## config.mk

```make
export PLATFORM = sky130hd
export DESIGN_NAME = battery_charge_counter
export DESIGN_NICKNAME = d
export VERILOG_FILES = /design/src/hw/battery_charge_counter_pkg.sv /design/src/hw/battery_charge_counter.sv /design/src/hw/charge_dither_lfsr.sv
export VERILOG_INCLUDE_DIRS = /design/src /design/src/hw
export SDC_FILE = /design/constraint.sdc
export NUM_CORES = 1
export LEC_CHECK = 0
export BUFFER_PORTS_ARGS = -buffer_cell sky130_fd_sc_hd__clkbuf_2
export CORE_UTILIZATION = 50
export CTS_CLUSTER_SIZE = 14
export DETAILED_ROUTE_END_ITERATION = 8
export PLACE_DENSITY_LB_ADDON = 0.2
export SLEW_MARGIN = 10
export SYNTH_ARGS = -nofsm -noshare
export SYNTH_HDL_FRONTEND = slang
export SYNTH_SLANG_ARGS = --single-unit
```

## constraint.sdc

```tcl
create_clock -name i_mclk -period 6.5 [get_ports i_mclk]
set_input_delay 0.325 -clock i_mclk [delete_from_list [all_inputs] [get_ports i_mclk]]
set_output_delay 0.325 -clock i_mclk [all_outputs]
set_load 0.005 [all_outputs]
```

## src/hw/battery_charge_counter_consts.svh

```systemverilog
`ifndef BATTERY_CHARGE_COUNTER_CONSTS_SVH
`define BATTERY_CHARGE_COUNTER_CONSTS_SVH

// ****************************************************************
// Register offsets
// ****************************************************************
`define ADDR_IRQ_STATUS    8'h5F
`define ADDR_IRQ_MASK      8'h60
`define ADDR_CTRL          8'h61
`define ADDR_CNT_HIGH      8'hC0
`define ADDR_CNT_LOW       8'hC1
`define ADDR_RAW_HIGH      8'hC2
`define ADDR_RAW_LOW       8'hC3
`define ADDR_PRESC_LOW     8'hC4
`define ADDR_PRESC_HIGH    8'hC5
`define ADDR_AUX_CTRL      8'hC6
`define ADDR_CAL           8'hC7

// ****************************************************************
// Field positions
// ****************************************************************
`define BIT_HALF_SCALE     2
`define BIT_CNT_ENABLE     3
`define BIT_CNT_CLEAR      4
`define BIT_ALT_START      0
`define BIT_ALT_RESET      1
`define BIT_DITHER_EN      2
`define BIT_ANALOG_CAL     3
`define BIT_INVERT         4
`define BIT_FAULT          5
`define BIT_CAL_DISABLE    0

// ****************************************************************
// Reset values
// ****************************************************************
`define PRESCALE_RESET     15'h001A
`define LFSR_SEED          16'hACE1

`endif

```

## src/hw/battery_charge_counter_pkg.sv

```systemverilog
package battery_charge_counter_pkg;

    typedef logic signed [15:0] count_t;

    typedef enum logic [1:0] {
        STEP_NONE,
        STEP_UP,
        STEP_DOWN
    } step_t;

endpackage : battery_charge_counter_pkg

```

## src/hw/battery_charge_counter.sv

```systemverilog
// Contract
// [RQ1] Signed 16-bit count follows conversion results
// [RQ2] Count readable as two's complement byte pair
// [RQ3] Raw count readable as separate byte pair
// [RQ4] 15-bit prescale steps count once per span
// [RQ5] Prescale resets to 26, host rewritable
// [RQ6] Power-up returns every element to default
// [RQ7] Clear bit self-clears after clearing count
// [RQ8] Enabled counter accumulates without pause
// [RQ9] Enable and reset each OR two bits
// [RQ10] Only initialisation is clearing to zero
// [RQ11] Sign bit set means discharging
// [RQ12] Bit 14 rising sets flag, unmasked interrupt
// [RQ13] Host clears bits 0-14 on interrupt
// [RQ14] Correction applied unless calibration disabled
// [RQ15] Dither lengthens or shortens period randomly
// [RQ16] Offset calibration shorts integrator, opens resistor
// [RQ17] Charging carry into sign sets fault
// [RQ18] Invert bit reverses counting sense
// [RQ19] Flag and mask sit in bit 2
// [RQ20] Control bit 3 enables, bit 4 resets
// [RQ21] Signed count write clears bits 0-14
`timescale 1ns/10ps
`include "battery_charge_counter_consts.svh"

module battery_charge_counter (
    input  wire logic        i_mclk,
    input  wire logic        i_sys_rst,
    input  wire logic [7:0]  i_reg_addr,
    input  wire logic [7:0]  i_reg_wdata,
    input  wire logic        i_reg_wr,
    input  wire logic        i_reg_rd,
    output logic      [7:0]  o_reg_rdata,
    input  wire logic        i_conv_step,
    input  wire logic        i_conv_discharge,
    input  wire logic        i_corr_step,
    input  wire logic        i_corr_discharge,
    input  wire logic        i_period_end,
    output logic             o_irq_out_pin,
    output logic             o_integ_short,
    output logic             o_sense_disconnect,
    output logic             o_dither_extend,
    output logic             o_dither_shorten,
    output logic             o_counter_run
);

    // ************************************************************
    // Register state
    // ************************************************************
    battery_charge_counter_pkg::count_t charge_count_value;
    battery_charge_counter_pkg::count_t next_count;
    battery_charge_counter_pkg::step_t  cnt_step;
    logic               [14:0] count_prescale;
    logic signed        [16:0] pre_acc;
    logic signed        [16:0] next_pre;
    logic signed        [16:0] presc_s;
    logic                      half_scale_flag;
    logic                      half_scale_mask;
    logic               [7:0]  ctrl_reg;
    logic                      counter_clear_bit;
    logic                      alt_counter_start;
    logic                      alt_counter_reset;
    logic                      dither_enable;
    logic                      analog_offset_cal;
    logic                      count_sense_invert;
    logic                      overflow_fault_flag;
    logic                      digital_cal_disable;

    // ************************************************************
    // Decode
    // ************************************************************
    function automatic logic hit(input logic [7:0] addr,
                                 input logic [7:0] target);
        hit = (addr == target);
    endfunction : hit

    wire wr_irq_mask   = i_reg_wr && hit(i_reg_addr, `ADDR_IRQ_MASK);
    wire wr_ctrl       = i_reg_wr && hit(i_reg_addr, `ADDR_CTRL);
    wire wr_presc_low  = i_reg_wr && hit(i_reg_addr, `ADDR_PRESC_LOW);
    wire wr_presc_high = i_reg_wr && hit(i_reg_addr, `ADDR_PRESC_HIGH);
    wire wr_aux        = i_reg_wr && hit(i_reg_addr, `ADDR_AUX_CTRL);
    wire wr_cal        = i_reg_wr && hit(i_reg_addr, `ADDR_CAL);
    wire wr_signed     = i_reg_wr && (hit(i_reg_addr, `ADDR_CNT_HIGH) ||
                                      hit(i_reg_addr, `ADDR_CNT_LOW));
    wire rd_irq_status = i_reg_rd && hit(i_reg_addr, `ADDR_IRQ_STATUS);

    // ************************************************************
    // Counting datapath
    // ************************************************************
    // [RQ9] OR of both enables
    wire run_en    = ctrl_reg[`BIT_CNT_ENABLE] | alt_counter_start;
    // [RQ9] OR of both resets
    wire clear_req = counter_clear_bit | alt_counter_reset;
    // [RQ14] corrected stream unless bypassed
    wire sel_step  = digital_cal_disable ? i_conv_step : i_corr_step;
    wire sel_dis   = digital_cal_disable ? i_conv_discharge
                                         : i_corr_discharge;
    // [RQ11] discharge counts downward
    // [RQ18] invert flips the sense
    wire dir_up    = ~(sel_dis ^ count_sense_invert);
    wire take_step = run_en && sel_step && !clear_req;
    assign presc_s  = {2'b00, count_prescale};
    assign next_pre = dir_up ? (pre_acc + 17'sh00001)
                             : (pre_acc - 17'sh00001);
    // [RQ4] one count step per prescale span
    assign cnt_step = !take_step ? battery_charge_counter_pkg::STEP_NONE
                    : (dir_up && next_pre >= presc_s)
                      ? battery_charge_counter_pkg::STEP_UP
                    : (!dir_up && next_pre <= -presc_s)
                      ? battery_charge_counter_pkg::STEP_DOWN
                    : battery_charge_counter_pkg::STEP_NONE;
    assign next_count =
        (cnt_step == battery_charge_counter_pkg::STEP_UP)
            ? charge_count_value + 16'sh0001
        : (cnt_step == battery_charge_counter_pkg::STEP_DOWN)
            ? charge_count_value - 16'sh0001
            : charge_count_value;
    wire half_event  = (cnt_step != battery_charge_counter_pkg::STEP_NONE)
                       && next_count[14] && !charge_count_value[14]
                       && !wr_signed;
    // Carry out of 0x7FFF only; decrementing through zero is normal
    wire fault_event = (cnt_step == battery_charge_counter_pkg::STEP_UP)
                       && (charge_count_value == 16'sh7FFF)
                       && !wr_signed;
    // [RQ6] sync reset to defaults
    // [RQ10] only clearing to zero
    always_ff @(posedge i_mclk) begin
        if (i_sys_rst || clear_req) begin
            charge_count_value <= 16'sh0000;
            pre_acc            <= 17'sh00000;
        end else if (wr_signed) begin
            // [RQ21] keep sign, clear rest
            charge_count_value <= {charge_count_value[15], 15'h0000};
        end else if (take_step) begin
            // [RQ1] count follows conversions
            // [RQ8] runs while enabled
            charge_count_value <= next_count;
            pre_acc <= (cnt_step == battery_charge_counter_pkg::STEP_NONE)
                       ? next_pre : 17'sh00000;
        end
    end

    // ************************************************************
    // Control registers
    // ************************************************************
    always_ff @(posedge i_mclk) begin
        if (i_sys_rst) begin
            ctrl_reg          <= 8'h00;
            counter_clear_bit <= 1'b0;
        end else begin
            if (wr_ctrl) begin
                ctrl_reg <= i_reg_wdata;
            end else begin
                ctrl_reg[`BIT_CNT_CLEAR] <= 1'b0;
            end
            // [RQ7] pulse of one cycle
            // [RQ20] bit 4 resets
            counter_clear_bit <= wr_ctrl && i_reg_wdata[`BIT_CNT_CLEAR];
        end
    end

    // [RQ5] prescale default and rewrite
    always_ff @(posedge i_mclk) begin
        if (i_sys_rst) begin
            count_prescale <= `PRESCALE_RESET;
        end else if (wr_presc_low) begin
            count_prescale[7:0] <= i_reg_wdata;
        end else if (wr_presc_high) begin
            count_prescale[14:8] <= i_reg_wdata[6:0];
        end
    end

    always_ff @(posedge i_mclk) begin
        if (i_sys_rst) begin
            alt_counter_start   <= 1'b0;
            alt_counter_reset   <= 1'b0;
            dither_enable       <= 1'b0;
            analog_offset_cal   <= 1'b0;
            count_sense_invert  <= 1'b0;
            digital_cal_disable <= 1'b0;
            half_scale_mask     <= 1'b0;
        end else begin
            if (wr_aux) begin
                alt_counter_start  <= i_reg_wdata[`BIT_ALT_START];
                alt_counter_reset  <= i_reg_wdata[`BIT_ALT_RESET];
                dither_enable      <= i_reg_wdata[`BIT_DITHER_EN];
                analog_offset_cal  <= i_reg_wdata[`BIT_ANALOG_CAL];
                count_sense_invert <= i_reg_wdata[`BIT_INVERT];
            end
            if (wr_cal) begin
                digital_cal_disable <= i_reg_wdata[`BIT_CAL_DISABLE];
            end
            if (wr_irq_mask) begin
                half_scale_mask <= i_reg_wdata[`BIT_HALF_SCALE];
            end
        end
    end

    // ************************************************************
    // Status flags: a set in the clearing cycle wins
    // ************************************************************
    always_ff @(posedge i_mclk) begin
        if (i_sys_rst) begin
            half_scale_flag     <= 1'b0;
            overflow_fault_flag <= 1'b0;
        end else begin
            // [RQ12] sticky half-scale flag
            half_scale_flag <= half_event ||
                               (half_scale_flag && !rd_irq_status);
            // [RQ17] sticky fault, no interrupt
            overflow_fault_flag <= fault_event ||
                (overflow_fault_flag &&
                 !(wr_aux && i_reg_wdata[`BIT_FAULT]));
        end
    end

    // ************************************************************
    // Read path
    // ************************************************************
    wire [7:0] aux_view = {2'b00, overflow_fault_flag, count_sense_invert,
                           analog_offset_cal, dither_enable,
                           alt_counter_reset, alt_counter_start};

    // [RQ2] signed pair
    // [RQ3] raw pair
    // [RQ19] bit 2 of status and mask
    wire [7:0] rd_mux =
        hit(i_reg_addr, `ADDR_IRQ_STATUS) ? {5'h00, half_scale_flag, 2'b00}
      : hit(i_reg_addr, `ADDR_IRQ_MASK)   ? {5'h00, half_scale_mask, 2'b00}
      : hit(i_reg_addr, `ADDR_CTRL)       ? ctrl_reg
      : hit(i_reg_addr, `ADDR_CNT_HIGH)   ? charge_count_value[15:8]
      : hit(i_reg_addr, `ADDR_CNT_LOW)    ? charge_count_value[7:0]
      : hit(i_reg_addr, `ADDR_RAW_HIGH)   ? charge_count_value[15:8]
      : hit(i_reg_addr, `ADDR_RAW_LOW)    ? charge_count_value[7:0]
      : hit(i_reg_addr, `ADDR_PRESC_LOW)  ? count_prescale[7:0]
      : hit(i_reg_addr, `ADDR_PRESC_HIGH) ? {1'b0, count_prescale[14:8]}
      : hit(i_reg_addr, `ADDR_AUX_CTRL)   ? aux_view
      : hit(i_reg_addr, `ADDR_CAL)        ? {7'h00, digital_cal_disable}
      : 8'h00;

    always_ff @(posedge i_mclk) begin
        if (i_sys_rst) begin
            o_reg_rdata <= 8'h00;
        end else if (i_reg_rd) begin
            o_reg_rdata <= rd_mux;
        end
    end

    // ************************************************************
    // Outputs
    // ************************************************************
    // [RQ12] masked interrupt pin
    assign o_irq_out_pin      = half_scale_flag & ~half_scale_mask;
    // [RQ16] short and disconnect
    assign o_integ_short      = analog_offset_cal;
    assign o_sense_disconnect = analog_offset_cal;
    assign o_counter_run      = run_en & ~clear_req;

    charge_dither_lfsr u_dither (
        .i_mclk       (i_mclk),
        .i_sys_rst    (i_sys_rst),
        .i_enable     (dither_enable),
        .i_period_end (i_period_end),
        .o_extend     (o_dither_extend),
        .o_shorten    (o_dither_shorten)
    );
endmodule : battery_charge_counter

```

## src/hw/charge_dither_lfsr.sv

```systemverilog
`timescale 1ns/10ps
`include "battery_charge_counter_consts.svh"

module charge_dither_lfsr #(
    parameter int                    WIDTH = 16,
    parameter logic [WIDTH-1:0]      TAPS  = 16'hB400,
    parameter logic [WIDTH-1:0]      SEED  = `LFSR_SEED
) (
    input  wire logic                i_mclk,
    input  wire logic                i_sys_rst,
    input  wire logic                i_enable,
    input  wire logic                i_period_end,
    output logic                     o_extend,
    output logic                     o_shorten
);

    logic [WIDTH-1:0] lfsr;
    logic [WIDTH-1:0] next_lfsr;

    // Galois form: one xor row, no long feedback chain
    assign next_lfsr = lfsr[0] ? ((lfsr >> 1) ^ TAPS) : (lfsr >> 1);

    // [RQ15] random period adjust
    always_ff @(posedge i_mclk) begin
        if (i_sys_rst) begin
            lfsr      <= SEED;
            o_extend  <= 1'b0;
            o_shorten <= 1'b0;
        end else if (!i_enable) begin
            o_extend  <= 1'b0;
            o_shorten <= 1'b0;
        end else if (i_period_end) begin
            lfsr      <= next_lfsr;
            o_extend  <= lfsr[0];
            o_shorten <= ~lfsr[0];
        end
    end

endmodule : charge_dither_lfsr

```

## Word-level counts from Yosys, hierarchy flattened

Index checks and enable logic that the tools add are counted.

- Reduce and logical (&&, ||, !) cells: 41
- Mux-type cells: 21
- Shifts and indexed selects: 0
- Add/subtract/negate cells: 5
- Bitwise logic cells: 14
- Equal/unequal tests: 14
- Multiply operators: 0
- Div/mod/pow operators: 0
- Order comparisons: 2

Operator list:

| operator | number |
|---|---|
| $eq A8 B8 Y1 const B | 8 |
| $mux W8 | 8 |
| $mux W16 | 3 |
| $mux W17 | 2 |
| $eq A8 B7 Y1 const B | 3 |
| $logic_and A1 B1 Y1 | 21 |
| $add A17 B2 Y17 const B | 1 |
| $ge A17 B16 Y1 | 1 |
| $le A17 B17 Y1 | 1 |
| $neg A15 Y17 | 1 |
| $sub A17 B2 Y17 const B | 1 |
| $add A16 B2 Y16 const B | 1 |
| $eq A16 B16 Y1 const B | 1 |
| $sub A16 B2 Y16 const B | 1 |
| $not A1 Y1 | 8 |
| $reduce_and A2 Y1 | 4 |
| $mux W7 | 1 |
| $mux W2 | 3 |
| $mux W6 | 1 |
| $reduce_or A2 Y1 | 3 |
| $logic_not A1 Y1 | 5 |
| $logic_or A1 B1 Y1 | 4 |
| $not A3 Y4 | 1 |
| $reduce_bool A2 Y1 | 2 |
| other kinds (8) | 12 |

- Bits in read-only memories: 0
- Bits in latches: 0
- Logic and storage cells: 119
- Bits of input ports: 25
- Memories: 0
- Register bits after elaboration: 92
- Bits in writable memories: 0

## Longest topological paths before layout

Gate-level depths: netlist (run 1).

- Word-level depth: 15
- Gate-level depth with buffers: 24

## Hierarchy

A second synthesis (run 1) with hierarchy kept.

- Cells, all modules: 795
- Area total of the unflattened synthesis: 6461.2 um^2

By module, submodules not included:

| module | cells each | area each (um^2) | times used |
|---|---|---|---|
| battery_charge_counter | 719 | 5670.4 | 1 |
| charge_dither_lfsr | 76 | 790.8 | 1 |

## Worst setup path after synthesis (run 1)

OpenSTA, ideal clock, no wires.

- Path type: register -> register
- Start point: register digital_cal_disable
- End point: register charge_count_value[11]
- Data arrival time: 5697 ps
- Path buffers: 0
- Data required time: 6364 ps
- Path slack: 667 ps
- Stages on the path, launching flop included: 23
- Clock period less this slack: 5833 ps
- Cell sequence: dfxtp_1 -> mux2i_1 -> xor2_1 -> inv_1 -> ha_1 -> a21oi_1 -> o211ai_1 -> a221oi_1 -> nand2_1 -> xnor2_1 -> xnor2_1 -> ha_1 -> o211ai_1 -> a2111oi_0 -> o31ai_1 -> a311o_1 -> ha_1 -> or3_2 -> or3_4 -> or3_1 -> a21oi_2 -> xnor2_1 -> nor2_2

- Word-level cells in the longest chain between the ends: 11
- Elaborated cells between the ends (all ways): 19
- Those cells by class: order compare: 2; eq/ne: 2; mux: 7; bitwise: 2; reduce/logical: 6

Ends and longest elaborated chain:

| what | RTL line | RTL |
|---|---|---|
| from (decl) | battery_charge_counter.sv:67 | `logic digital_cal_disable;` |
| from (signal assigned) | battery_charge_counter.sv:191 | `` digital_cal_disable <= i_reg_wdata[`BIT_CAL_DISABLE]; `` |
| $mux W1 | battery_charge_counter.sv:96 | `wire sel_dis = digital_cal_disable ? i_conv_discharge` |
| $xor A1 B1 Y1 | battery_charge_counter.sv:100 | `wire dir_up = ~(sel_dis ^ count_sense_invert);` |
| $mux W17 | battery_charge_counter.sv:103 | `assign next_pre = dir_up ? (pre_acc + 17'sh00001)` |
| $le A17 B17 Y1 | battery_charge_counter.sv:109 | `: (!dir_up && next_pre <= -presc_s)` |
| $logic_and A1 B1 Y1 | battery_charge_counter.sv:109 |  |
| $mux W2 | battery_charge_counter.sv:110 | `? battery_charge_counter_pkg::STEP_DOWN` |
| $mux W2 | battery_charge_counter.sv:108 | `? battery_charge_counter_pkg::STEP_UP` |
| $mux W2 | battery_charge_counter.sv:106 | `assign cnt_step = !take_step ? battery_charge_counter_pkg::STEP_NONE` |
| $eq A2 B1 Y1 / $eq A2 B2 Y1 (equally long branches) | battery_charge_counter.sv:113, battery_charge_counter.sv:115 |  |
| $reduce_bool A2 Y1 (no line) | -- |  |
| $reduce_and A2 Y1 (no line) | -- |  |
| to (signal assigned) | battery_charge_counter.sv:133 | `charge_count_value <= {charge_count_value[15], 15'h0000};` |
| to (signal assigned) | battery_charge_counter.sv:137 | `charge_count_value <= next_count;` |
| to (decl) | battery_charge_counter.sv:50 | `battery_charge_counter_pkg::count_t charge_count_value;` |

Several ways; a longest one is shown, not always the timed one.
A chain may end at the register's enable or synchronous reset.

## Worst setup path in the final report (run 1)

Ends and elaborated chain as after synthesis.

==> qor.log, run 1 <==
INFO  run_status     status=completed
INFO  grt            grt_pass1_wl=26.55mm
INFO  timing         worst-slew-pin-transition=0.8710ns
INFO  grt            grt_usage=0.2602
INFO  clock_tree     clk-insertion-delay-late=0.36ns
INFO  clock_tree     root_buffer=sky130_fd_sc_hd__clkbuf_16
INFO  grt            grt_pass1_vias=5394
INFO  pwr            worst_ir_drop_vdd=0.1823mV
INFO  clock_tree     htreeDepth=3
INFO  grt            largest_net_degree_at_the_start_of_global_routing=61
INFO  detailed_routing routedWlPerCell=16.92µm
INFO  finish         finish.net_count=874
INFO  place          port-buffer-count=38
INFO  timing         fin_crit_sh=0.9450
INFO  timing         timing.final.ws_setup=0.3576ns
INFO  timing         timing.fmax=162.8MHz
INFO  detailed_routing post-route-drc-count=0
INFO  hold_path      path_category_of_the_worst_min_delay_check=in2reg
INFO  setup_path     critPathArrivalTime=6.40ns
INFO  finish         layout-area-overhead-vs-synth=10.41%
INFO  detailed_routing detailedRoute.firstPassIterationCount=5
INFO  pwr            cell_leakage_power=0.002817µW
INFO  yosys          yosysSeqAreaShare=0.2965
INFO  yosys          total_nets_after_synthesis=848
INFO  timing         timing.slew.headroom=0.4132
INFO  detailed_routing postRouteAntennaNets=0
INFO  yosys          netlist-cell-type-count=79
INFO  yosys          synth-edff-count=0
INFO  yosys          flip_flop_and_latch_count_after_synthesis=92
INFO  yosys          post_synthesis_instance_area=6212µm²
INFO  yosys          yosys.cell_count.top_type=sky130_fd_sc_hd__dfxtp_1
INFO  pwr            finalPower=1174µW
INFO  timing         timing.final.crit_period=6.142ns
INFO  setup_path     cp.required=6.75ns
INFO  setup_path     worstReg2RegStart=digital_cal_disable
INFO  yosys          syn-instance-count=770
INFO  finish         share_of_post_route_cells_with_drive_strength_above_1=0.1136
INFO  yosys          post_synth_most_frequent_cells=sky130_fd_sc_hd__dfxtp_1, sky130_fd_sc_hd__nor2_1, sky130_fd_sc_hd__nand2_1
INFO  setup_path     r2r_cells=24
INFO  detailed_routing met2RoutedLength=7.794mm
INFO  yosys          yosysWarnings=0
INFO  floorplanning  effective_utilization_at_floorplan=0.5150
INFO  setup_path     critPathLaunch=digital_cal_disable
INFO  place          detailedPlace.worstSlack=0.1040ns
INFO  clock_tree     path_clk_slew=0.07ns
INFO  yosys          postSynth.asyncResetShare=0
INFO  floorplanning  ios=39
INFO  floorplanning  die_area=12870µm²
INFO  place          post-dp-hpwl=12.21mm
INFO  floorplanning  die_height=113.5µm
INFO  finish         register_with_the_most_flip_flops=pre_acc
INFO  finish         largest_register_ffs=17
INFO  detailed_routing wire_length_the_detailed_router_placed_on_met1=7.389mm
INFO  finish         biggestRegsByFlops=pre_acc: 17 flops, charge_count_value: 16 flops, u_dither.lfsr: 16 flops
INFO  setup_path     worst_r2r_endpoint=charge_count_value[11]
INFO  floorplanning  die_width=113.5µm
INFO  clock_tree     tritoncts=yes
INFO  yosys          yosysTopAreaCellShare=0.2965
INFO  pwr            power_density=171.1nW/µm²
INFO  place          gp_congestion=0.9226
INFO  detailed_routing route.top_layer_used=met4
INFO  timing         hold_viol=0
INFO  floorplanning  fp-row-count=40
INFO  yosys          dominant_cell_type_by_area_after_synthesis=sky130_fd_sc_hd__dfxtp_1
INFO  detailed_routing detail_route.vias_per_cell=5.970
INFO  setup_path     timing.critical_path.fanout_max=8
INFO  detailed_routing detail_route.iter0.violations=370
INFO  grt            antenna_found_initial=0
INFO  run            maxCapViolations=0
INFO  finish         antenna_cells=0
INFO  timing         setup_viol=0
INFO  timing         final.setup_skew=0.01103ns
INFO  setup_path     critPathKind=reg2reg
INFO  detailed_routing wl_met3=943µm
INFO  clock_tree     number_of_clock_buffers_inserted_by_tritoncts=9
INFO  clock_tree     cts_hold_repair.buffers=0
INFO  grt            globalRouteOverflowTotal=0
INFO  setup_path     regToRegSetupSlack=0.36ns
INFO  clock_tree     clock-sinks=92
INFO  detailed_routing totalWireLength=16.40mm
INFO  clock_tree     cts_max_path_buffers=2
INFO  yosys          netlist_top_cells_area=sky130_fd_sc_hd__dfxtp_1, sky130_fd_sc_hd__ha_1, sky130_fd_sc_hd__nor2_1
INFO  timing         report.final.slew_viol_count=0
INFO  floorplanning  core-area=12060µm²
INFO  yosys          synth_ff_type=sky130_fd_sc_hd__dfxtp_1
INFO  yosys          post_synth.cell_area_avg=8.068µm²
INFO  setup_path     cp-endpoint=charge_count_value[11]
INFO  setup_path     worst_setup_path_start_kind=flop
INFO  detailed_routing vias=5785
INFO  setup_path     end_kind=flop
## cell type report
class,instances,area [µm²]
flip-flops and latches,92,1842
inverters,33,127.6
multi-input cells,609,4114
well taps,168,210.2
clock inverters,6,48.80
clock buffers,10,229.0
fillers,1113,5202
repair buffers,51,287.8
## report_power, final
group          switching [µW]  total [µW]  internal, µW
registers               0.500         564           564
clock network             247         511           264
logic                    62.1        98.5          36.5
## stage by stage
| step | util | cell area (µm²) | std cells | setup TNS, ns | hold WS, ns |
|---|---|---|---|---|---|
| 2_1_floorplan | - | 6212 | 770 | 0 | 0.4321 |
| 3_3_place_gp | 0.5374 | 6482 | 947 | 0 | 0.4394 |
| 3_5_place_dp | 0.5374 | 6482 | 947 | 0 | 0.4445 |
| 4_1_cts | 0.5605 | 6760 | 963 | 0 | 0.2214 |
| 5_1_grt | 0.5687 | 6859 | 969 | -0.006779 | 0.2506 |
| 6_report | 0.5687 | 6859 | 969 | 0 | 0.2281 |
## placed cells by master, fill, tap and decap left out, types with 4 or more instances in the layout
| cell type | netlist | final |
|---|---|---|
| sky130_fd_sc_hd__clkbuf_16 | 0 | 9 |
| sky130_fd_sc_hd__nand2b_1 | 4 | 4 |
| sky130_fd_sc_hd__nor2_1 | 87 | 86 |
| sky130_fd_sc_hd__nand2_1 | 72 | 72 |
| sky130_fd_sc_hd__dfxtp_1 | 92 | 92 |
| sky130_fd_sc_hd__nor2b_1 | 11 | 11 |
| sky130_fd_sc_hd__nand3_1 | 31 | 31 |
| sky130_fd_sc_hd__a21oi_1 | 61 | 61 |
| sky130_fd_sc_hd__nand4_1 | 8 | 8 |
| sky130_fd_sc_hd__xnor2_1 | 28 | 26 |
| sky130_fd_sc_hd__nor4_1 | 9 | 9 |
| sky130_fd_sc_hd__a21o_1 | 5 | 5 |
| sky130_fd_sc_hd__a22oi_1 | 6 | 6 |
| sky130_fd_sc_hd__a211oi_1 | 11 | 10 |
| sky130_fd_sc_hd__buf_4 | 2 | 13 |
| sky130_fd_sc_hd__ha_1 | 52 | 52 |
| sky130_fd_sc_hd__nor3_1 | 18 | 18 |
| sky130_fd_sc_hd__a31oi_1 | 5 | 5 |
| sky130_fd_sc_hd__a221oi_1 | 5 | 4 |
| sky130_fd_sc_hd__or3_1 | 9 | 9 |
| sky130_fd_sc_hd__and2_1 | 4 | 4 |
| sky130_fd_sc_hd__clkbuf_2 | 2 | 38 |
| sky130_fd_sc_hd__a22o_1 | 11 | 11 |
| sky130_fd_sc_hd__mux2i_1 | 29 | 28 |
| sky130_fd_sc_hd__o2bb2ai_1 | 4 | 4 |
| sky130_fd_sc_hd__o21ai_0 | 41 | 40 |
| sky130_fd_sc_hd__inv_1 | 32 | 31 |
| sky130_fd_sc_hd__o211ai_1 | 6 | 6 |
| sky130_fd_sc_hd__nor3b_1 | 4 | 4 |
| sky130_fd_sc_hd__nand3b_1 | 6 | 6 |
| sky130_fd_sc_hd__a211o_1 | 9 | 9 |
| sky130_fd_sc_hd__xor2_1 | 11 | 10 |
## critical path, stage by stage, from the launching register on
cell and delay (ns):
sky130_fd_sc_hd__dfxtp_1 0.44, sky130_fd_sc_hd__mux2i_4 0.31, sky130_fd_sc_hd__xor2_2 0.22, sky130_fd_sc_hd__clkinvlp_4 0.12
sky130_fd_sc_hd__buf_4 0.17, sky130_fd_sc_hd__buf_4 0.16, sky130_fd_sc_hd__ha_1 0.38, sky130_fd_sc_hd__a211oi_2 0.27
sky130_fd_sc_hd__o21ai_0 0.18, sky130_fd_sc_hd__a22o_1 0.32, sky130_fd_sc_hd__a21boi_0 0.15, sky130_fd_sc_hd__nor2_2 0.21
sky130_fd_sc_hd__ha_1 0.27, sky130_fd_sc_hd__inv_1 0.06, sky130_fd_sc_hd__o211ai_1 0.11, sky130_fd_sc_hd__a2111oi_1 0.39
sky130_fd_sc_hd__o31ai_1 0.16, sky130_fd_sc_hd__a311o_1 0.40, sky130_fd_sc_hd__ha_1 0.21, sky130_fd_sc_hd__or3_2 0.46
sky130_fd_sc_hd__or3_4 0.36, sky130_fd_sc_hd__or3_1 0.33, sky130_fd_sc_hd__a21oi_2 0.14, sky130_fd_sc_hd__xnor2_1 0.14
sky130_fd_sc_hd__nor2_2 0.04
## per-layer routing
metal,up-vias,GRT usage
met3,20,0.06429
met2,177,0.4195
li1,2851,-
met4,0,0.07719
met1,2737,0.3435
met5,-,0
## cells by family after synthesis
family	synth area share
simple gates	0.2258
compound gates	0.2097
flops	0.2965
buf+inv	0.04934
fa+ha+maj	0.1080
xor+xnor	0.05499
mux	0.05579
## worst min-delay path by stage
stage / start / to / slack (ns) / cells past startpoint
CTS: i_reg_wdata[7] / count_prescale[7] / 0.22 / 3
floorplan: u_dither.lfsr[2] / u_dither.lfsr[1] / 0.43 / 2
finish: i_reg_wdata[7] / count_prescale[7] / 0.23 / 3
global route: i_reg_wdata[7] / count_prescale[7] / 0.25 / 3
detailed placement: u_dither.lfsr[4] / u_dither.lfsr[3] / 0.44 / 2
global placement: u_dither.lfsr[4] / u_dither.lfsr[3] / 0.44 / 2
## timing repair
item / in CTS / in global routing
buffers inserted: 0 / 6
setup endpoints to repair: 0 / 6
resized for setup: 0 / 11
hold endpoints to repair: 0 / 0
Note: power is estimated with default switching activity, not from simulation.
==> run 2: changes to the inputs <==
Settings changed: CORE_UTILIZATION 50 to 55.
==> run 2 against run 1 <==
Net effect:
- flip-flop and latch count is the same
- largest power group unchanged
- critical path depth shrank 1
- non-clock buffer count is the same
- register-to-register slack lost 0.14 ns
- global-route usage grew 2.8 points
- fmax shrank 2.3%
- die area shrank 8.9%
- total power grew 0.40%
- combinational power shrank 1%
- critical endpoint unchanged
==> qor.log, run 2 (synthesis gave the netlist of run 1 again) <==
INFO  run_status     status=completed
INFO  hold_path      path_category_of_the_worst_min_delay_check=in2reg
INFO  place          placed_cells=920 [-2.9%]
INFO  place          gp_congestion=0.9094 [-1.4%]
INFO  timing         final.setup_skew=0.007411ns [-0.003623 ns]
INFO  finish         biggestRegsByFlops=pre_acc: 17 flops, charge_count_value: 16 flops, u_dither.lfsr: 16 flops
INFO  detailed_routing detailedRoute.firstPassIterationCount=5 [unchanged]
INFO  setup_path     cp.buffers_inverters=2 [-2]
INFO  floorplanning  fp-row-count=38 [-5.0%]
INFO  grt            grt_pass1_wl=26.36mm [-0.73%]
INFO  finish         final_cells=941 [-2.9%]
INFO  finish         layout_commonest_cell=sky130_fd_sc_hd__dfxtp_1
INFO  clock_tree     number_of_clock_buffers_inserted_by_tritoncts=9 [unchanged]
INFO  timing         timing.final.ws_setup=0.2159ns [-0.1417 ns]
INFO  timing         worst-slew-pin-transition=0.9848ns [+0.1138 ns]
INFO  setup_path     path_cells=mux2i_2, xor2_2, clkinvlp_4, buf_4, fa_1, a211oi_2, o21ai_1, a31oi_1, o21ai_0, xor2_1, ha_1, a21oi_1, o211ai_1, a2111oi_0, o31ai_1, a311o_1, ha_1, or3_2, or3_4, or3_1, a21oi_2, xnor2_1, nor2_2
INFO  setup_path     timing.critical_path.max_delay_family=compound AO/OA/AOI/OAI gates
INFO  detailed_routing post-route-drc-count=0 [unchanged]
INFO  floorplanning  ios=39 [unchanged]
INFO  detailed_routing vias=5803 [+0.31%]
INFO  floorplanning  die_area=11720µm² [-8.9%]
INFO  place          port-buffer-count=38 [unchanged]
INFO  clock_tree     clk-insertion-delay-late=0.35ns [about the same]
INFO  finish         layout-area-overhead-vs-synth=9.789%
INFO  setup_path     critPathKind=reg2reg
INFO  setup_path     r2r_cells=23 [-4.2%]
INFO  hold_path      timing.hold.worst_endpoint=ctrl_reg[7]
INFO  run            maxCapViolations=0 [unchanged]
INFO  detailed_routing totalWireLength=15.96mm [-2.7%]
INFO  finish         finish.net_count=874 [unchanged]
INFO  setup_path     regToRegSetupSlack=0.22ns [-0.14 ns]
INFO  grt            largest_net_degree_at_the_start_of_global_routing=61 [unchanged]
INFO  setup_path     timing.critical_path.slowest_cell_delay=0.45ns [about the same]
INFO  timing         setup_tns=0ns [unchanged]
INFO  finish         share_of_post_route_cells_with_drive_strength_above_1=0.1124 [-0.001248]
INFO  setup_path     worst_setup_path_start_kind=flop
INFO  timing         timing.slew.headroom=0.3410 [-0.07217]
INFO  grt            grt_pass1_vias=5360 [-0.63%]
INFO  grt            globalRouteOverflowTotal=0 [unchanged]
INFO  finish         largest_register_ffs=17 [unchanged]
INFO  clock_tree     clock-sinks=92 [unchanged]
INFO  floorplanning  die_width=108.3µm [-4.6%]
INFO  place          detailedPlace.worstSlack=0.09524ns [-0.008732 ns]
INFO  finish         final_cell_mix=sky130_fd_sc_hd__dfxtp_1, sky130_fd_sc_hd__nor2_1, sky130_fd_sc_hd__nand2_1
INFO  timing         fin_crit_sh=0.9668 [+0.02180]
INFO  setup_path     end_kind=flop
INFO  hold_path      worstHoldPathCells=3 [unchanged]
INFO  setup_path     critPathSlowestCell=sky130_fd_sc_hd__fa_1
INFO  clock_tree     tritoncts=yes
INFO  floorplanning  die_height=108.3µm [-4.6%]
INFO  timing         hold_viol=0 [unchanged]
INFO  finish         fillCellCount=996 [-11%]
INFO  setup_path     worstReg2RegStart=digital_cal_disable
INFO  timing         setup_viol=0 [unchanged]
INFO  timing         timing.fmax=159.1MHz [-2.3%]
INFO  setup_path     critPathArrivalTime=6.53ns [+0.13 ns]
INFO  pwr            power_density=172.8nW/µm² [+0.97%]
INFO  pwr            worst_ir_drop_vdd=0.1433mV [-21%]
INFO  setup_path     cp.required=6.75ns [about the same]
INFO  grt            grt_usage=0.2879 [+0.02769]
INFO  timing         timing.final.crit_period=6.284ns [+0.1417 ns]
INFO  timing         report.final.slew_viol_count=0 [unchanged]
INFO  floorplanning  core-area=10940µm² [-9.3%]
INFO  setup_path     timing.critical_path.fanout_max=9 [+1]
INFO  detailed_routing detail_route.vias_per_cell=6.167 [+3.3%]
INFO  setup_path     worst_r2r_endpoint=charge_count_value[11]
INFO  detailed_routing routedWlPerCell=16.96µm [+0.24%]
INFO  detailed_routing postRouteAntennaNets=0 [unchanged]
INFO  grt            antenna_found_initial=0 [unchanged]
INFO  setup_path     most_numerous_cell_on_the_critical_path=sky130_fd_sc_hd__ha_1
INFO  finish         register_with_the_most_flip_flops=pre_acc
INFO  clock_tree     cts_max_path_buffers=2 [unchanged]
INFO  clock_tree     root_buffer=sky130_fd_sc_hd__clkbuf_16
INFO  clock_tree     path_clk_slew=0.07ns [about the same]
INFO  floorplanning  effective_utilization_at_floorplan=0.5681 [+0.05304]
INFO  detailed_routing detail_route.iter0.violations=439 [+19%]
INFO  pwr            cell_leakage_power=0.002822µW [+0.16%]
INFO  finish         finish.utilization=0.6237 [+0.05501]
INFO  hold_path      worstHoldStart=i_reg_wdata[7]
INFO  place          post-dp-hpwl=12.02mm [-1.5%]
INFO  finish         antenna_cells=0 [unchanged]
INFO  clock_tree     htreeDepth=3 [unchanged]
==> run 2: worst register-to-register path, stage by stage, from the launching register on <==
cell	delay (ns)
sky130_fd_sc_hd__dfxtp_1	0.42
sky130_fd_sc_hd__mux2i_2	0.35
sky130_fd_sc_hd__xor2_2	0.23
sky130_fd_sc_hd__clkinvlp_4	0.12
sky130_fd_sc_hd__buf_4	0.18
sky130_fd_sc_hd__fa_1	0.45
sky130_fd_sc_hd__a211oi_2	0.29
sky130_fd_sc_hd__o21ai_1	0.16
sky130_fd_sc_hd__a31oi_1	0.27
sky130_fd_sc_hd__o21ai_0	0.14
sky130_fd_sc_hd__xor2_1	0.29
sky130_fd_sc_hd__ha_1	0.29
sky130_fd_sc_hd__a21oi_1	0.14
sky130_fd_sc_hd__o211ai_1	0.13
sky130_fd_sc_hd__a2111oi_0	0.45
sky130_fd_sc_hd__o31ai_1	0.17
sky130_fd_sc_hd__a311o_1	0.41
sky130_fd_sc_hd__ha_1	0.21
sky130_fd_sc_hd__or3_2	0.45
sky130_fd_sc_hd__or3_4	0.35
sky130_fd_sc_hd__or3_1	0.33
sky130_fd_sc_hd__a21oi_2	0.14
sky130_fd_sc_hd__xnor2_1	0.15
sky130_fd_sc_hd__nor2_2	0.04
==> run 2: metrics by stage <==
stage	instance area, µm²	hold WS, ns	total power [µW]
finish	6820	0.2319	1179
global route	6820	0.2356	1216
CTS	6750	0.2224	1184
detailed placement	6455	0.4500	669.0
global placement	6455	0.4395	666.8
floorplan	6212	0.4321	638.4
==> run 2: how the worst max path moves through the flow <==
stage,cells after the start,slack [ns],from,to
after floorplan,22,0.67,digital_cal_disable,charge_count_value[11]
after global placement,22,0.30,digital_cal_disable,charge_count_value[11]
after detailed placement,22,0.1,digital_cal_disable,charge_count_value[11]
after CTS,22,0.09,digital_cal_disable,charge_count_value[11]
after global routing,23,-0.05,digital_cal_disable,charge_count_value[11]
final,23,0.22,digital_cal_disable,charge_count_value[11]
==> run 2: cell type report <==
cell class                 instances  area (µm²)  area share
multi-input combinational        609        4093      0.6001
sequential                        92        1842      0.2700
timing repair buffer              51       287.8     0.04219
clock buffer                      11       252.7     0.03706
tap                              140       175.2     0.02568
inverter                          33       127.6     0.01871
clock inverter                     5       42.54    0.006237
==> run 2: metal layers <==
| layer | GRT usage | share of wire |
|---|---|---|
| met3 | 0.03978 | 0.051 |
| met4 | 0.1042 | 0.018 |
| met5 | 0 | 0 |
| met2 | 0.4545 | 0.46 |
| met1 | 0.3997 | 0.47 |
==> run 2: what timing repair did <==
item | CTS | global route
buffers inserted | 0 | 5
gates resized for setup | 0 | 8
setup endpoints to repair | 0 | 5
hold buffers | 0 | 0
==> run 2: where the power goes <==
| part | internal [µW] | switching (µW) | total [µW] |
|---|---|---|---|
| clock | 284 | 233 | 517 |
| sequential | 564 | 0.487 | 564 |
| combinational | 36.1 | 61.3 | 97.4 |
==> run 3: changes to the inputs <==
Settings changed: BUFFER_PORTS_ARGS -buffer_cell sky130_fd_sc_hd__clkbuf_2 to -buffer_cell sky130_fd_sc_hd__buf_4.
==> run 3 against run 2 <==
Net effect:
- setup slack improved by 0.0038 ns
- register-to-register slack barely moved
- non-clock buffer count down 3
- wire length grew 0.52%
- clock power fell by 4.1%
- die area is the same
- largest power group unchanged
==> qor.log, run 3 (synthesis gave the netlist of run 1 again) <==
INFO  detailed_routing post-route-drc-count=0 [unchanged]
INFO  detailed_routing detail_route.iter0.violations=431 [-1.8%]
INFO  timing         report.final.slew_viol_count=0 [unchanged]
INFO  pwr            worst_ir_drop_vdd=0.2009mV [+40%]
INFO  setup_path     worstReg2RegStart=digital_cal_disable
INFO  clock_tree     cts_max_path_buffers=2 [unchanged]
INFO  detailed_routing vias=5785 [-0.31%]
INFO  grt            largest_net_degree_at_the_start_of_global_routing=61 [unchanged]
INFO  setup_path     cp.required=6.75ns [about the same]
INFO  place          detailedPlace.worstSlack=-0.1547ns [-0.2500 ns]
INFO  finish         finish.net_count=871 [-0.34%]
INFO  setup_path     end_kind=flop
INFO  grt            globalRouteOverflowTotal=0 [unchanged]
INFO  setup_path     timing.critical_path.fanout_max=14 [+5]
INFO  finish         register_with_the_most_flip_flops=pre_acc
INFO  floorplanning  fp-row-count=38 [unchanged]
INFO  finish         share_of_post_route_cells_with_drive_strength_above_1=0.1106 [-0.001807]
INFO  place          port-buffer-count=38 [unchanged]
INFO  finish         multiInputGateArea=4111µm² [+0.46%]
INFO  detailed_routing postRouteAntennaNets=0 [unchanged]
INFO  finish         layout-area-overhead-vs-synth=11.02%
INFO  floorplanning  die_area=11720µm² [unchanged]
INFO  floorplanning  ios=39 [unchanged]
INFO  floorplanning  die_width=108.3µm [unchanged]
INFO  setup_path     critPathLaunch=digital_cal_disable
INFO  setup_path     worst_setup_path_start_kind=flop
INFO  timing         setup_tns=0ns [unchanged]
INFO  floorplanning  effective_utilization_at_floorplan=0.5681 [unchanged]
INFO  hold_path      path_category_of_the_worst_min_delay_check=in2reg
INFO  timing         final.setup_skew=0.008171ns [+0.0007608 ns]
INFO  clock_tree     root_buffer=sky130_fd_sc_hd__clkbuf_16
INFO  timing         fin_crit_sh=0.9662 [about the same]
INFO  detailed_routing detailedRoute.firstPassIterationCount=5 [unchanged]
INFO  finish         largest_register_ffs=17 [unchanged]
INFO  pwr            cell_leakage_power=0.002825µW [+0.11%]
INFO  clock_tree     clk-insertion-delay-late=0.35ns [about the same]
INFO  finish         biggestRegsByFlops=pre_acc: 17 flops, charge_count_value: 16 flops, u_dither.lfsr: 16 flops
INFO  grt            antenna_found_initial=0 [unchanged]
INFO  pwr            power_density=168.5nW/µm² [-2.5%]
INFO  finish         fillCellCount=1012 [+1.6%]
INFO  timing         timing.fmax=159.2MHz [about the same]
INFO  grt            grt_pass1_wl=26.34mm [about the same]
INFO  detailed_routing detail_route.vias_per_cell=6.181 [+0.22%]
INFO  finish         final_cells=936 [-0.53%]
INFO  setup_path     regToRegSetupSlack=0.22ns [about the same]
INFO  setup_path     critPathArrivalTime=6.53ns [about the same]
INFO  finish         layout_commonest_cell=sky130_fd_sc_hd__dfxtp_1
INFO  detailed_routing routedWlPerCell=17.14µm [+1.1%]
INFO  grt            grt_usage=0.2883 [+0.0004020]
INFO  run            maxCapViolations=0 [unchanged]
INFO  finish         final_cell_mix=sky130_fd_sc_hd__dfxtp_1, sky130_fd_sc_hd__nor2_1, sky130_fd_sc_hd__nand2_1
INFO  clock_tree     clock-sinks=92 [unchanged]
INFO  detailed_routing totalWireLength=16.05mm [+0.52%]
INFO  run_status     status=completed
INFO  timing         timing.final.crit_period=6.280ns [-0.003766 ns]
INFO  setup_path     cp-endpoint=charge_count_value[11]
INFO  setup_path     worst_r2r_endpoint=charge_count_value[11]
INFO  floorplanning  die_height=108.3µm [unchanged]
INFO  place          post-dp-hpwl=11.89mm [-1.1%]
INFO  finish         ff_latch_area=1842µm² [unchanged]
INFO  clock_tree     path_clk_slew=0.07ns [about the same]
INFO  timing         setup_viol=0 [unchanged]
INFO  grt            grt_pass1_vias=5385 [+0.47%]
INFO  place          gp_congestion=0.8987 [-1.2%]
INFO  clock_tree     htreeDepth=3 [unchanged]
INFO  finish         antenna_cells=0 [unchanged]
INFO  pwr            finalPower=1162µW [-1.4%]
INFO  setup_path     critPathKind=reg2reg
INFO  clock_tree     number_of_clock_buffers_inserted_by_tritoncts=9 [unchanged]
INFO  place          placed_cells=918 [-0.22%]
INFO  timing         timing.slew.headroom=0.3470 [+0.005946]
INFO  floorplanning  core-area=10940µm² [unchanged]
INFO  timing         hold_viol=0 [unchanged]
INFO  setup_path     r2r_cells=23 [unchanged]
INFO  timing         worst-slew-pin-transition=0.9759ns [-0.008887 ns]
INFO  timing         timing.final.ws_setup=0.2197ns [+0.003766 ns]
INFO  clock_tree     tritoncts=yes
run 3: timing repair:
item,in CTS,in global routing
gates resized for setup,4,8
endpoints found under the setup margin,2,3
setup buffers,3,1
pin swaps,2,6
hold buffers,0,0
run 3: critical path, stage by stage, from the launching register on:
cell and delay [ns]:
sky130_fd_sc_hd__dfxtp_1 0.41, sky130_fd_sc_hd__mux2i_2 0.35, sky130_fd_sc_hd__xor2_2 0.24, sky130_fd_sc_hd__clkinvlp_4 0.16, sky130_fd_sc_hd__buf_12 0.17, sky130_fd_sc_hd__ha_1 0.34
sky130_fd_sc_hd__a211oi_1 0.38, sky130_fd_sc_hd__o21ai_0 0.22, sky130_fd_sc_hd__a22o_1 0.31, sky130_fd_sc_hd__a21boi_0 0.13, sky130_fd_sc_hd__nor2_1 0.26, sky130_fd_sc_hd__ha_1 0.30
sky130_fd_sc_hd__inv_1 0.06, sky130_fd_sc_hd__o211ai_1 0.14, sky130_fd_sc_hd__a2111oi_2 0.37, sky130_fd_sc_hd__o31ai_1 0.16, sky130_fd_sc_hd__a311o_1 0.40, sky130_fd_sc_hd__ha_2 0.26
sky130_fd_sc_hd__or3_2 0.46, sky130_fd_sc_hd__or3_4 0.35, sky130_fd_sc_hd__or3_1 0.34, sky130_fd_sc_hd__a21oi_2 0.16, sky130_fd_sc_hd__xnor2_1 0.15, sky130_fd_sc_hd__nor2_2 0.04
run 3: layout make-up:
cell class | instances | area share
flip-flops and latches | 92 | 0.2671
repair buffers | 48 | 0.05406
inverters | 33 | 0.01851
multi-input cells | 609 | 0.5962
clock buffers | 11 | 0.03520
well taps | 140 | 0.02540
clock inverters | 3 | 0.003628
run 3: how the worst min path moves through the flow:
stage / from / cells past startpoint / slack, ns / endpoint
3_3_place_gp: u_dither.lfsr[4] / 2 / 0.44 / u_dither.lfsr[3]
3_5_place_dp: u_dither.lfsr[5] / 2 / 0.45 / u_dither.lfsr[4]
2_1_floorplan: u_dither.lfsr[2] / 2 / 0.43 / u_dither.lfsr[1]
6_report: i_reg_wdata[7] / 3 / 0.23 / count_prescale[7]
5_1_grt: i_reg_wdata[5] / 3 / 0.24 / ctrl_reg[5]
4_1_cts: i_reg_wdata[7] / 3 / 0.23 / count_prescale[7]
run 3: routing by layer:
metal	global-route usage	vias to the layer above	wire length (µm)
met4	0.08591	0	384
met2	0.4691	192	7342
met3	0.07173	34	1014
met5	0	-	0
li1	-	2836	-
met1	0.3762	2723	7304
run 3: through the flow:
stage	instance area, µm²	hold WS (ns)	utilization
after floorplan	6212	0.4321	-
after global placement	6535	0.4372	0.5976
after detailed placement	6535	0.4461	0.5976
after CTS	6852	0.2269	0.6265
after global routing	6897	0.2379	0.6307
final	6897	0.2262	0.6307
run 3: where the power goes:
group          internal [µW]  switching [µW]  total (µW)  leakage (µW)
combinational           40.4            61.7         102       0.00196
clock                    267             229         496      0.000128
sequential               564           0.480         564      0.000741
total                    871             291        1160       0.00282
